**src/pieb_regs.svh**
```systemverilog
`ifndef PIEB_REGS_SVH
`define PIEB_REGS_SVH

// Register offsets on the plain register port
`define PIEB_OFF_EN1   4'h0
`define PIEB_OFF_EN2   4'h1
`define PIEB_OFF_EN3   4'h2
`define PIEB_OFF_EN4   4'h3
`define PIEB_OFF_EN5   4'h4
`define PIEB_OFF_CTRL  4'h5
`define PIEB_OFF_STAT  4'h6
`define PIEB_OFF_MASK  4'h7

// Reset values
`define PIEB_RST_EN    8'h00
`define PIEB_RST_CTRL  8'h00
`define PIEB_RST_BANK  5'h00

// Implemented bits per enable register, full and small memory variant
`define PIEB_IMPL_EN1      8'hff
`define PIEB_IMPL_EN2      8'hbf
`define PIEB_IMPL_EN3      8'hbf
`define PIEB_IMPL_EN4      8'hff
`define PIEB_IMPL_EN5      8'hff
`define PIEB_IMPL_EN4_32K  8'h3f
`define PIEB_IMPL_EN5_32K  8'h17

// First enable register fields
`define PIEB_PARALLEL_PORT_IRQ_EN    7
`define PIEB_ADC_DONE_IRQ_EN         6
`define PIEB_SERIAL1_RX_IRQ_EN       5
`define PIEB_SERIAL1_TX_IRQ_EN       4
`define PIEB_SYNC_SERIAL1_IRQ_EN     3
`define PIEB_TIMER1_GATE_IRQ_EN      2
`define PIEB_TIMER2_MATCH_IRQ_EN     1
`define PIEB_TIMER1_OVERFLOW_IRQ_EN  0
// Second enable register fields
`define PIEB_OSC_FAIL_IRQ_EN         7
`define PIEB_SYNC_SERIAL2_IRQ_EN     5
`define PIEB_BUS_COLLISION2_IRQ_EN   4
`define PIEB_BUS_COLLISION1_IRQ_EN   3
`define PIEB_VOLTAGE_DETECT_IRQ_EN   2
`define PIEB_TIMER3_OVERFLOW_IRQ_EN  1
`define PIEB_TIMER3_GATE_IRQ_EN      0
// Third enable register fields
`define PIEB_TIMER5_GATE_IRQ_EN      7
`define PIEB_SERIAL2_RX_IRQ_EN       5
`define PIEB_SERIAL2_TX_IRQ_EN       4
`define PIEB_CHARGE_TIME_IRQ_EN      3
`define PIEB_CAPCOMP2_IRQ_EN         2
`define PIEB_CAPCOMP1_IRQ_EN         1
`define PIEB_RTC_IRQ_EN              0
// Fourth register: capture/compare 10..3 on bits 7..0
`define PIEB_CAPCOMP_10_TO_3_IRQ_EN  0
// Fifth enable register fields
`define PIEB_TIMER7_GATE_IRQ_EN      7
`define PIEB_TIMER12_MATCH_IRQ_EN    6
`define PIEB_TIMER10_MATCH_IRQ_EN    5
`define PIEB_TIMER8_MATCH_IRQ_EN     4
`define PIEB_TIMER7_OVERFLOW_IRQ_EN  3
`define PIEB_TIMER6_MATCH_IRQ_EN     2
`define PIEB_TIMER5_OVERFLOW_IRQ_EN  1
`define PIEB_TIMER4_MATCH_IRQ_EN     0

// Control register fields
`define PIEB_PERIPHERAL_GROUP_IRQ_EN 0
`define PIEB_IRQ_PRIORITY_ENABLE     7

`endif

```
**src/pieb_pkg.sv**
```systemverilog
package pieb_pkg;

  // One enable register, one byte of flags
  typedef logic [7:0] pieb_byte_t;

  // One bit per enable register, for status and mask
  typedef logic [4:0] pieb_bank_t;

  // Register port address
  typedef logic [3:0] pieb_addr_t;

endpackage : pieb_pkg

```
**src/pieb_bank.sv**
```systemverilog
`timescale 1ns/100ps
`include "pieb_regs.svh"

// Overview of operation
// - Enable register one holds, bit 7 to 0, parallel port, ADC, serial1 rx, serial1 tx, sync serial1, timer1 gate, timer2 match, timer1 overflow.
// - A source's request passes when its enable bit is 1 and is blocked when it is 0.
// - All implemented enable bits of the five registers are 0 after reset.
// - Enable register two holds osc fail at 7, sync serial2 at 5, collision2 at 4, collision1 at 3, voltage detect at 2, timer3 overflow at 1, timer3 gate at 0.
// - Bit 6 of enable registers two and three always reads 0 and ignores writes.
// - Enable register three holds timer5 gate at 7, serial2 rx at 5, serial2 tx at 4, charge time at 3, capcomp2 at 2, capcomp1 at 1, rtc at 0.
// - Enable register four holds capture/compare 10 at bit 7 down to 3 at bit 0.
// - The small memory variant drops capcomp 10 and 9 and timer7 gate, timer12, timer10 and timer7 overflow enables.
// - Enable register five holds, bit 7 to 0, timer7 gate, timer12, timer10, timer8, timer7 overflow, timer6, timer5 overflow, timer4.
// - With priority mode off, the group enable must be set before periph_irq_o raises a request; gated_o passes requests without it.
module pieb_bank #(
  parameter int unsigned NUM_EN       = 5,
  parameter bit          PROG_MEM_32K = 1'b0
) (
  // Clock and reset
  input  wire logic                clk_i,
  input  wire logic                sys_rst_i,
  // Register port
  input  wire pieb_pkg::pieb_addr_t addr_i,
  input  wire pieb_pkg::pieb_byte_t wdata_i,
  input  wire logic                wr_i,
  input  wire logic                rd_i,
  output      pieb_pkg::pieb_byte_t rdata_o,
  // Peripheral flags, byte n pairs with enable register n+1
  input  wire logic [39:0]         flags_i,
  // Gated requests toward the core
  output      logic [39:0]         gated_o,
  output      logic                periph_irq_o,
  // Bank interrupt
  output      logic                irq_o
);

  // The flag vector and status layout assume exactly five registers
  if (NUM_EN != 5) begin : g_check
    $error("pieb_bank serves exactly five enable registers");
  end

  // Implemented bits of enable register idx
  function automatic pieb_pkg::pieb_byte_t impl_mask(
    input int unsigned idx,
    input bit          small_mem
  );
    pieb_pkg::pieb_byte_t m;
    m = `PIEB_IMPL_EN1;
    unique case (idx)
      0: m = `PIEB_IMPL_EN1;
      1: m = `PIEB_IMPL_EN2;
      2: m = `PIEB_IMPL_EN3;
      3: m = small_mem ? `PIEB_IMPL_EN4_32K
                   : `PIEB_IMPL_EN4;
      4: m = small_mem ? `PIEB_IMPL_EN5_32K
                   : `PIEB_IMPL_EN5;
      default: m = 8'h00;
    endcase
    return m;
  endfunction : impl_mask

  // Offset of enable register idx
  function automatic pieb_pkg::pieb_addr_t en_off(
    input int unsigned idx
  );
    pieb_pkg::pieb_addr_t a;
    a = 4'(idx) + `PIEB_OFF_EN1;
    return a;
  endfunction : en_off

  // Storage
  pieb_pkg::pieb_byte_t en_q [NUM_EN];
  pieb_pkg::pieb_byte_t ctrl_q;
  pieb_pkg::pieb_bank_t stat_q;
  pieb_pkg::pieb_bank_t stat_d;
  pieb_pkg::pieb_bank_t mask_q;
  pieb_pkg::pieb_bank_t bank_hit;
  pieb_pkg::pieb_bank_t stat_clr;
  pieb_pkg::pieb_byte_t rdata_q;
  pieb_pkg::pieb_byte_t rdata_d;
  logic [39:0]          gated_d;
  logic [39:0]          gated_q;
  logic                 periph_q;
  logic                 group_ok;
  logic [39:0]          en_vec;
  // Named enables of register one
  logic                 parallel_port_irq_en;
  logic                 adc_done_irq_en;
  logic                 serial1_rx_irq_en;
  logic                 serial1_tx_irq_en;
  logic                 sync_serial1_irq_en;
  logic                 timer1_gate_irq_en;
  logic                 timer2_match_irq_en;
  logic                 timer1_overflow_irq_en;
  // Named enables of register two
  logic                 osc_fail_irq_en;
  logic                 sync_serial2_irq_en;
  logic                 bus_collision2_irq_en;
  logic                 bus_collision1_irq_en;
  logic                 voltage_detect_irq_en;
  logic                 timer3_overflow_irq_en;
  logic                 timer3_gate_irq_en;
  // Named enables of register three
  logic                 timer5_gate_irq_en;
  logic                 serial2_rx_irq_en;
  logic                 serial2_tx_irq_en;
  logic                 charge_time_irq_en;
  logic                 capcomp2_irq_en;
  logic                 capcomp1_irq_en;
  logic                 rtc_irq_en;
  // Named enables of register four
  logic [7:0]           capcomp_10_to_3_irq_en;
  // Named enables of register five
  logic                 timer7_gate_irq_en;
  logic                 timer12_match_irq_en;
  logic                 timer10_match_irq_en;
  logic                 timer8_match_irq_en;
  logic                 timer7_overflow_irq_en;
  logic                 timer6_match_irq_en;
  logic                 timer5_overflow_irq_en;
  logic                 timer4_match_irq_en;

  // Enable registers; unimplemented bits never store a one
  for (genvar n = 0; n < NUM_EN; n++) begin : g_en
    always_ff @(posedge clk_i) begin
      if (sys_rst_i) begin
        en_q[n] <= `PIEB_RST_EN;
      end else if (wr_i && addr_i == en_off(n)) begin
        en_q[n] <= wdata_i & impl_mask(n, PROG_MEM_32K);
      end
    end

    // Gate each flag by its named enable and by the bits that exist
    assign gated_d[n*8 +: 8] = flags_i[n*8 +: 8]
                             & en_vec[n*8 +: 8]
                             & impl_mask(n, PROG_MEM_32K);

    // A bank counts as hit while any of its gated requests stands
    assign bank_hit[n] = |gated_d[n*8 +: 8];
  end

  // Named view of register one; stored bits are already masked
  assign parallel_port_irq_en = en_q[0][`PIEB_PARALLEL_PORT_IRQ_EN];
  assign adc_done_irq_en = en_q[0][`PIEB_ADC_DONE_IRQ_EN];
  assign serial1_rx_irq_en = en_q[0][`PIEB_SERIAL1_RX_IRQ_EN];
  assign serial1_tx_irq_en = en_q[0][`PIEB_SERIAL1_TX_IRQ_EN];
  assign sync_serial1_irq_en = en_q[0][`PIEB_SYNC_SERIAL1_IRQ_EN];
  assign timer1_gate_irq_en = en_q[0][`PIEB_TIMER1_GATE_IRQ_EN];
  assign timer2_match_irq_en = en_q[0][`PIEB_TIMER2_MATCH_IRQ_EN];
  assign timer1_overflow_irq_en = en_q[0][`PIEB_TIMER1_OVERFLOW_IRQ_EN];
  // Register two; bit 6 has no storage
  assign osc_fail_irq_en = en_q[1][`PIEB_OSC_FAIL_IRQ_EN];
  assign sync_serial2_irq_en = en_q[1][`PIEB_SYNC_SERIAL2_IRQ_EN];
  assign bus_collision2_irq_en = en_q[1][`PIEB_BUS_COLLISION2_IRQ_EN];
  assign bus_collision1_irq_en = en_q[1][`PIEB_BUS_COLLISION1_IRQ_EN];
  assign voltage_detect_irq_en = en_q[1][`PIEB_VOLTAGE_DETECT_IRQ_EN];
  assign timer3_overflow_irq_en = en_q[1][`PIEB_TIMER3_OVERFLOW_IRQ_EN];
  assign timer3_gate_irq_en = en_q[1][`PIEB_TIMER3_GATE_IRQ_EN];
  // Register three; bit 6 has no storage
  assign timer5_gate_irq_en = en_q[2][`PIEB_TIMER5_GATE_IRQ_EN];
  assign serial2_rx_irq_en = en_q[2][`PIEB_SERIAL2_RX_IRQ_EN];
  assign serial2_tx_irq_en = en_q[2][`PIEB_SERIAL2_TX_IRQ_EN];
  assign charge_time_irq_en = en_q[2][`PIEB_CHARGE_TIME_IRQ_EN];
  assign capcomp2_irq_en = en_q[2][`PIEB_CAPCOMP2_IRQ_EN];
  assign capcomp1_irq_en = en_q[2][`PIEB_CAPCOMP1_IRQ_EN];
  assign rtc_irq_en = en_q[2][`PIEB_RTC_IRQ_EN];
  // Register four: capture/compare 10 at bit 7 down to 3 at bit 0
  assign capcomp_10_to_3_irq_en = en_q[3];
  // Register five
  assign timer7_gate_irq_en = en_q[4][`PIEB_TIMER7_GATE_IRQ_EN];
  assign timer12_match_irq_en = en_q[4][`PIEB_TIMER12_MATCH_IRQ_EN];
  assign timer10_match_irq_en = en_q[4][`PIEB_TIMER10_MATCH_IRQ_EN];
  assign timer8_match_irq_en = en_q[4][`PIEB_TIMER8_MATCH_IRQ_EN];
  assign timer7_overflow_irq_en = en_q[4][`PIEB_TIMER7_OVERFLOW_IRQ_EN];
  assign timer6_match_irq_en = en_q[4][`PIEB_TIMER6_MATCH_IRQ_EN];
  assign timer5_overflow_irq_en = en_q[4][`PIEB_TIMER5_OVERFLOW_IRQ_EN];
  assign timer4_match_irq_en = en_q[4][`PIEB_TIMER4_MATCH_IRQ_EN];

  // Enables back in flag order, bit 7 down to bit 0 of each byte.
  // Picked by position, put back by order: a slip shows as a dead source
  always_comb begin
    en_vec[7:0]   = {parallel_port_irq_en,
                     adc_done_irq_en,
                     serial1_rx_irq_en,
                     serial1_tx_irq_en,
                     sync_serial1_irq_en,
                     timer1_gate_irq_en,
                     timer2_match_irq_en,
                     timer1_overflow_irq_en};
    en_vec[15:8]  = {osc_fail_irq_en,
                     1'b0,
                     sync_serial2_irq_en,
                     bus_collision2_irq_en,
                     bus_collision1_irq_en,
                     voltage_detect_irq_en,
                     timer3_overflow_irq_en,
                     timer3_gate_irq_en};
    en_vec[23:16] = {timer5_gate_irq_en,
                     1'b0,
                     serial2_rx_irq_en,
                     serial2_tx_irq_en,
                     charge_time_irq_en,
                     capcomp2_irq_en,
                     capcomp1_irq_en,
                     rtc_irq_en};
    en_vec[31:24] = capcomp_10_to_3_irq_en;
    en_vec[39:32] = {timer7_gate_irq_en,
                     timer12_match_irq_en,
                     timer10_match_irq_en,
                     timer8_match_irq_en,
                     timer7_overflow_irq_en,
                     timer6_match_irq_en,
                     timer5_overflow_irq_en,
                     timer4_match_irq_en};
  end

  // Control register: group enable and priority mode
  always_ff @(posedge clk_i) begin
    if (sys_rst_i) begin
      ctrl_q <= `PIEB_RST_CTRL;
    end else if (wr_i && addr_i == `PIEB_OFF_CTRL) begin
      ctrl_q <= wdata_i & (8'h01 << `PIEB_PERIPHERAL_GROUP_IRQ_EN
                          | 8'h01 << `PIEB_IRQ_PRIORITY_ENABLE);
    end
  end

  // Group enable only matters while priority mode is off
  assign group_ok = ctrl_q[`PIEB_IRQ_PRIORITY_ENABLE]
                  | ctrl_q[`PIEB_PERIPHERAL_GROUP_IRQ_EN];

  // Registered request outputs, one cycle behind the flags
  always_ff @(posedge clk_i) begin
    if (sys_rst_i) begin
      gated_q  <= 40'h00_0000_0000;
      periph_q <= 1'b0;
    end else begin
      gated_q  <= gated_d;
      periph_q <= (|gated_d) & group_ok;
    end
  end

  assign gated_o      = gated_q;
  assign periph_irq_o = periph_q;

  // Write-one-to-clear of status bits
  always_comb begin
    stat_clr = `PIEB_RST_BANK;
    if (wr_i && addr_i == `PIEB_OFF_STAT) begin
      stat_clr = wdata_i[4:0];
    end
  end

  // Sticky status; a bank hit in the clearing cycle keeps the bit set
  always_comb begin
    stat_d = (stat_q & ~stat_clr) | bank_hit;
  end

  always_ff @(posedge clk_i) begin
    if (sys_rst_i) begin
      stat_q <= `PIEB_RST_BANK;
    end else begin
      stat_q <= stat_d;
    end
  end

  // Mask register of the same layout as status
  always_ff @(posedge clk_i) begin
    if (sys_rst_i) begin
      mask_q <= `PIEB_RST_BANK;
    end else if (wr_i && addr_i == `PIEB_OFF_MASK) begin
      mask_q <= wdata_i[4:0];
    end
  end

  // Level interrupt; not gated by the group enable on purpose,
  // so software can poll banks with the core path closed
  assign irq_o = |(stat_q & mask_q);

  // Read mux; unmapped offsets read zero
  always_comb begin
    rdata_d = 8'h00;
    unique case (addr_i)
      `PIEB_OFF_EN1:  rdata_d = en_q[0] & impl_mask(0, PROG_MEM_32K);
      `PIEB_OFF_EN2:  rdata_d = en_q[1] & impl_mask(1, PROG_MEM_32K);
      `PIEB_OFF_EN3:  rdata_d = en_q[2] & impl_mask(2, PROG_MEM_32K);
      `PIEB_OFF_EN4:  rdata_d = en_q[3] & impl_mask(3, PROG_MEM_32K);
      `PIEB_OFF_EN5:  rdata_d = en_q[4] & impl_mask(4, PROG_MEM_32K);
      `PIEB_OFF_CTRL: rdata_d = ctrl_q;
      `PIEB_OFF_STAT: rdata_d = {3'h0, stat_q};
      `PIEB_OFF_MASK: rdata_d = {3'h0, mask_q};
      default:        rdata_d = 8'h00;
    endcase
  end

  // Read data stand only in the cycle after the strobe
  always_ff @(posedge clk_i) begin
    if (sys_rst_i) begin
      rdata_q <= 8'h00;
    end else if (rd_i) begin
      rdata_q <= rdata_d;
    end else begin
      rdata_q <= 8'h00;
    end
  end

  assign rdata_o = rdata_q;

endmodule : pieb_bank

```
**config.mk**
```make
export PLATFORM = sky130hd
export DESIGN_NAME = pieb_bank
export DESIGN_NICKNAME = d
export VERILOG_FILES = /design/src/pieb_pkg.sv /design/src/pieb_bank.sv
export VERILOG_INCLUDE_DIRS = /design/src /design/src/src
export SDC_FILE = /design/constraint.sdc
export NUM_CORES = 1
export LEC_CHECK = 0
export BUFFER_PORTS_ARGS = -buffer_cell sky130_fd_sc_hd__buf_2
export CAP_MARGIN = 20
export CELL_PAD_IN_SITES_DETAIL_PLACEMENT = 1
export CELL_PAD_IN_SITES_GLOBAL_PLACEMENT = 2
export CORE_UTILIZATION = 29
export CTS_CLUSTER_SIZE = 14
export DETAILED_ROUTE_END_ITERATION = 10
export GPL_TIMING_DRIVEN = 0
export HOLD_SLACK_MARGIN = 0.05
export PLACE_DENSITY_LB_ADDON = 0.1
export SETUP_SLACK_MARGIN = 0.1
export SLEW_MARGIN = 10
export SYNTH_ARGS = -nofsm -noshare
export SYNTH_HDL_FRONTEND = slang
export SYNTH_SLANG_ARGS = --single-unit
```
**constraint.sdc**
```tcl
create_clock -name clk_i -period 1.3 [get_ports clk_i]
set_clock_uncertainty 0.1 [all_clocks]
set_input_delay 0 -clock clk_i [delete_from_list [all_inputs] [get_ports clk_i]]
set_output_delay 0 -clock clk_i [all_outputs]
set_load 0.02 [all_outputs]
```
==> key figures <==
Run status
  – Status: finished, violations left
  – Failing checks: hold timing, setup timing

Timing
  – Slew at the pin with the worst max-slew slack: 741 ps
  – Final hold slack: -213 ps
  – Slew headroom: 50.6%
  – Final Max Slew Viols: 0
  – Final Hold Fails: 16
  – Fmax: around 620 MHz
  – Final setup viols: 11
  – Share of the clock period used by the worst path: 124%
  – Final TNS setup: -1730 ps
  – Final worst setup slack: -316 ps
  – Unrepaired setup endpoints after global routing: yes
  – Final min period: 1620 ps

Synth
  – Synth cell types: 45
  – Syn. warnings: 0
  – Asr flop ratio synth: 0%
  – Count leader, synth: dfxtp_1
  – Synth top cells by count: dfxtp_1 (59), nand2_1 (51), nor2_1 (42)
  – Share of the synthesized area in the top cell type: 30.5%
  – Post-Syn Instances: 355
  – Synth area leader: dfxtp_1
  – Post-Syn Area: 0.00387 mm²
  – Flops & latches, synth: 97
  – Dominant synthesized flop cell: dfxtp_1
  – EDFF count, synth: 38
  – Avg Cell Area, Syn: 10.9 µm²
  – Top post-synthesis cells by area: dfxtp_1 (30%), edfxtp_1 (29%), and2_1 (6.3%)
  – Post-synthesis sequential area ratio: 59.9%

CTS
  – CTS tree: built
  – Skew-Pair Late Insertion Delay: 350 ps
  – TritonCTS Buffers: 9
  – Num Clock Sinks: 97
  – H-tree Lvls: 3
  – CTS root buffer: clkbuf_16
  – Worst-path clk slew: 70 ps
  – CTS max path bufs: 2
  – Hold Buf Count CTS: 32

Placed design
  – DP HPWL: between 9000 and 10000 µm
  – DP Worst Slack: -418 ps
  – RePlAce Congestion: 0.828
  – Area after DPL: 0.00458 mm²
  – # port buffers: 99

Pwr
  – Power, Total: 6920 µW
  – Leakage power: between 0.002 and 0.0025 µW
  – Cell area power density: between 1000 and 1500 mW/mm²
  – Maximum VDD drop: 0.486 mV

Cells and area
  – Fillers: 1484
  – # diodes: 0
  – Nets: between 500 and 600
  – Layout cells sized above 1: a little over a third
  – Final Cell Area: 0.00548 mm²
  – Synthesis-to-layout area growth: 41.4%

Floorplan
  – Initial core utilization: 30.2%
  – Top Ports: 106
  – Die width: approximately 120 µm
  – Rows: 41
  – Die Y: about 120 µm
  – Core area: roughly 0.013 mm²
  – DIE AREA: 0.0138 mm²

Worst hold path
  – Tightest Hold Check Type: input port to register
  – Hold Crit Depth: 3

Critical path
  – Reg-to-Reg End: rdata_o[5]$_SDFF_PP0_
  – Worst Setup SP: en_q[1][5]$_SDFFCE_PN0P_
  – Reg-to-reg slack, setup: -320 ps
  – Crit path to: rdata_o[5]$_SDFF_PP0_
  – Critical path peak fanout: 3
  – Worst EP arrival: 1740 ps
  – Crit Reg-Reg Startpoint: en_q[1][5]$_SDFFCE_PN0P_
  – Data required, critical path: ~1400 ps
  – Crit. End Element: register
  – Startpoint types: register
  – Worst Reg-to-Reg Cells: 5
  – WS Path Type: register to register

Detailed routing
  – Post-Route WL: 13100 µm
  – Residual DRC: 0
  – Antenna-violating nets left: 0
  – Drt wl/cell: between 15 and 20 µm
  – Pre-antenna DRT Iters: 4
  – DR iter-0 viols: 171
  – DR vias: 3264
  – Vias per inst: 4.72

Global route
  – First-pass GRT wire length: 20000 µm
  – Total grt overflow: 0
  – Number of global-route vias before repair: ~3300
  – Initial antenna violation count: 0
  – Largest net degree at the start of global routing: 15
  – GR Util All Layers: 19.7%

Job
  – Max-cap violation count: 0
-- state kept, by name, indices dropped and copies added (netlist names) --
signal	count
en_q	38
ctrl_q	2
periph_irq_o	1
stat_q	5
gated_o	38
rdata_o	8
mask_q	5
-- metrics by stage --
step	util, %	instances
2_1_floorplan	-	356
3_3_place_gp	35.7	627
3_5_place_dp	35.7	627
4_1_cts	41.3	681
5_1_grt	42.7	692
6_report	42.7	692
-- worst min path at each step --
stage | startpoint | endpoint | slack, ps
finish | flags_i[7] | gated_o[7]$_SDFF_PP0_ | -210
global route | flags_i[7] | gated_o[7]$_SDFF_PP0_ | -210
global placement | flags_i[11] | gated_o[11]$_SDFF_PP0_ | 150
floorplan | wdata_i[0] | ctrl_q[0]$_SDFFE_PP0P_ | 40
detailed placement | flags_i[35] | gated_o[35]$_SDFF_PP0_ | 160
CTS | flags_i[0] | gated_o[0]$_SDFF_PP0_ | -200
-- power breakdown --
part / leakage [µW] / switching [µW] / internal [µW] / total (µW)
clock network: 0.000137 / 1110 / 1550 / 2650
logic: 0.00138 / 494 / 383 / 878
registers: 0.000848 / 84.9 / 3300 / 3390
total: 0.00237 / 1690 / 5230 / 6920
-- area by class of cell --
class	count	area, µm²	area share (%)
clock inverters	2	37.5	0.685
multi-input cells	241	1550	28.4
well taps	172	215	3.93
plain buffers	16	109	1.99
clock buffers	14	254	4.64
flip-flops and latches	97	2320	42.4
inverters	2	7.51	0.137
repair buffers	148	976	17.8
-- critical path, cell delays in order, from the launching register on --
cell and delay (ps):
edfxtp_1 440, buf_6 150, mux4_2 470, nor2b_4 150, a31oi_1 140, nor2_1 50
-- layout by cell type, fill, tap and decap left out, types with 3 or more instances in the layout --
cell and instances:
and3_1 11, buf_2 100, a22o_1 3, nand2_2 9, clkbuf_1 4, a22oi_1 4
mux2i_1 7, buf_6 11, mux2_2 3, edfxtp_1 38, nand2_1 43, and2_1 39
nor2_1 39, nand4_1 8, a222oi_1 3, dfxtp_1 58, buf_4 16, o21ai_0 7
clkbuf_16 9, a21oi_2 4, a21oi_1 11, mux4_2 4, dlygate4sd3_1 32, nand3_1 8
nor2_4 3, buf_1 4, nor2_2 5
-- cells by family (layout without fill, tap and decap cells) --
logic type             Yosys count  count (layout)  synth area share [%]
AND/OR/NAND/NOR                180             180                  23.9
AO/OA/AOI/OAI                   43              43                  7.27
multiplexers                    16              16                  5.78
flip-flops                      97              97                  59.9
other                            1               2                0.0968
buffers and inverters           18             182                  2.97
-- repair_timing --
| item | 4_1_cts | 5_1_grt |
|---|---|---|
| gates resized for setup | 16 | 25 |
| setup buffers | 6 | 14 |
| pin swaps | 6 | 20 |
| endpoints found under the setup margin | 51 | 30 |
| hold endpoints to repair | 85 | 16 |
-- layer usage --
metal  global-route usage [%]  wire (µm)
met1                     26.2       5810
met4                     7.37        284
met3                     3.15        658
met2                     32.1       6320
met5                        0          0
Power figures use the tool's default switching activity.
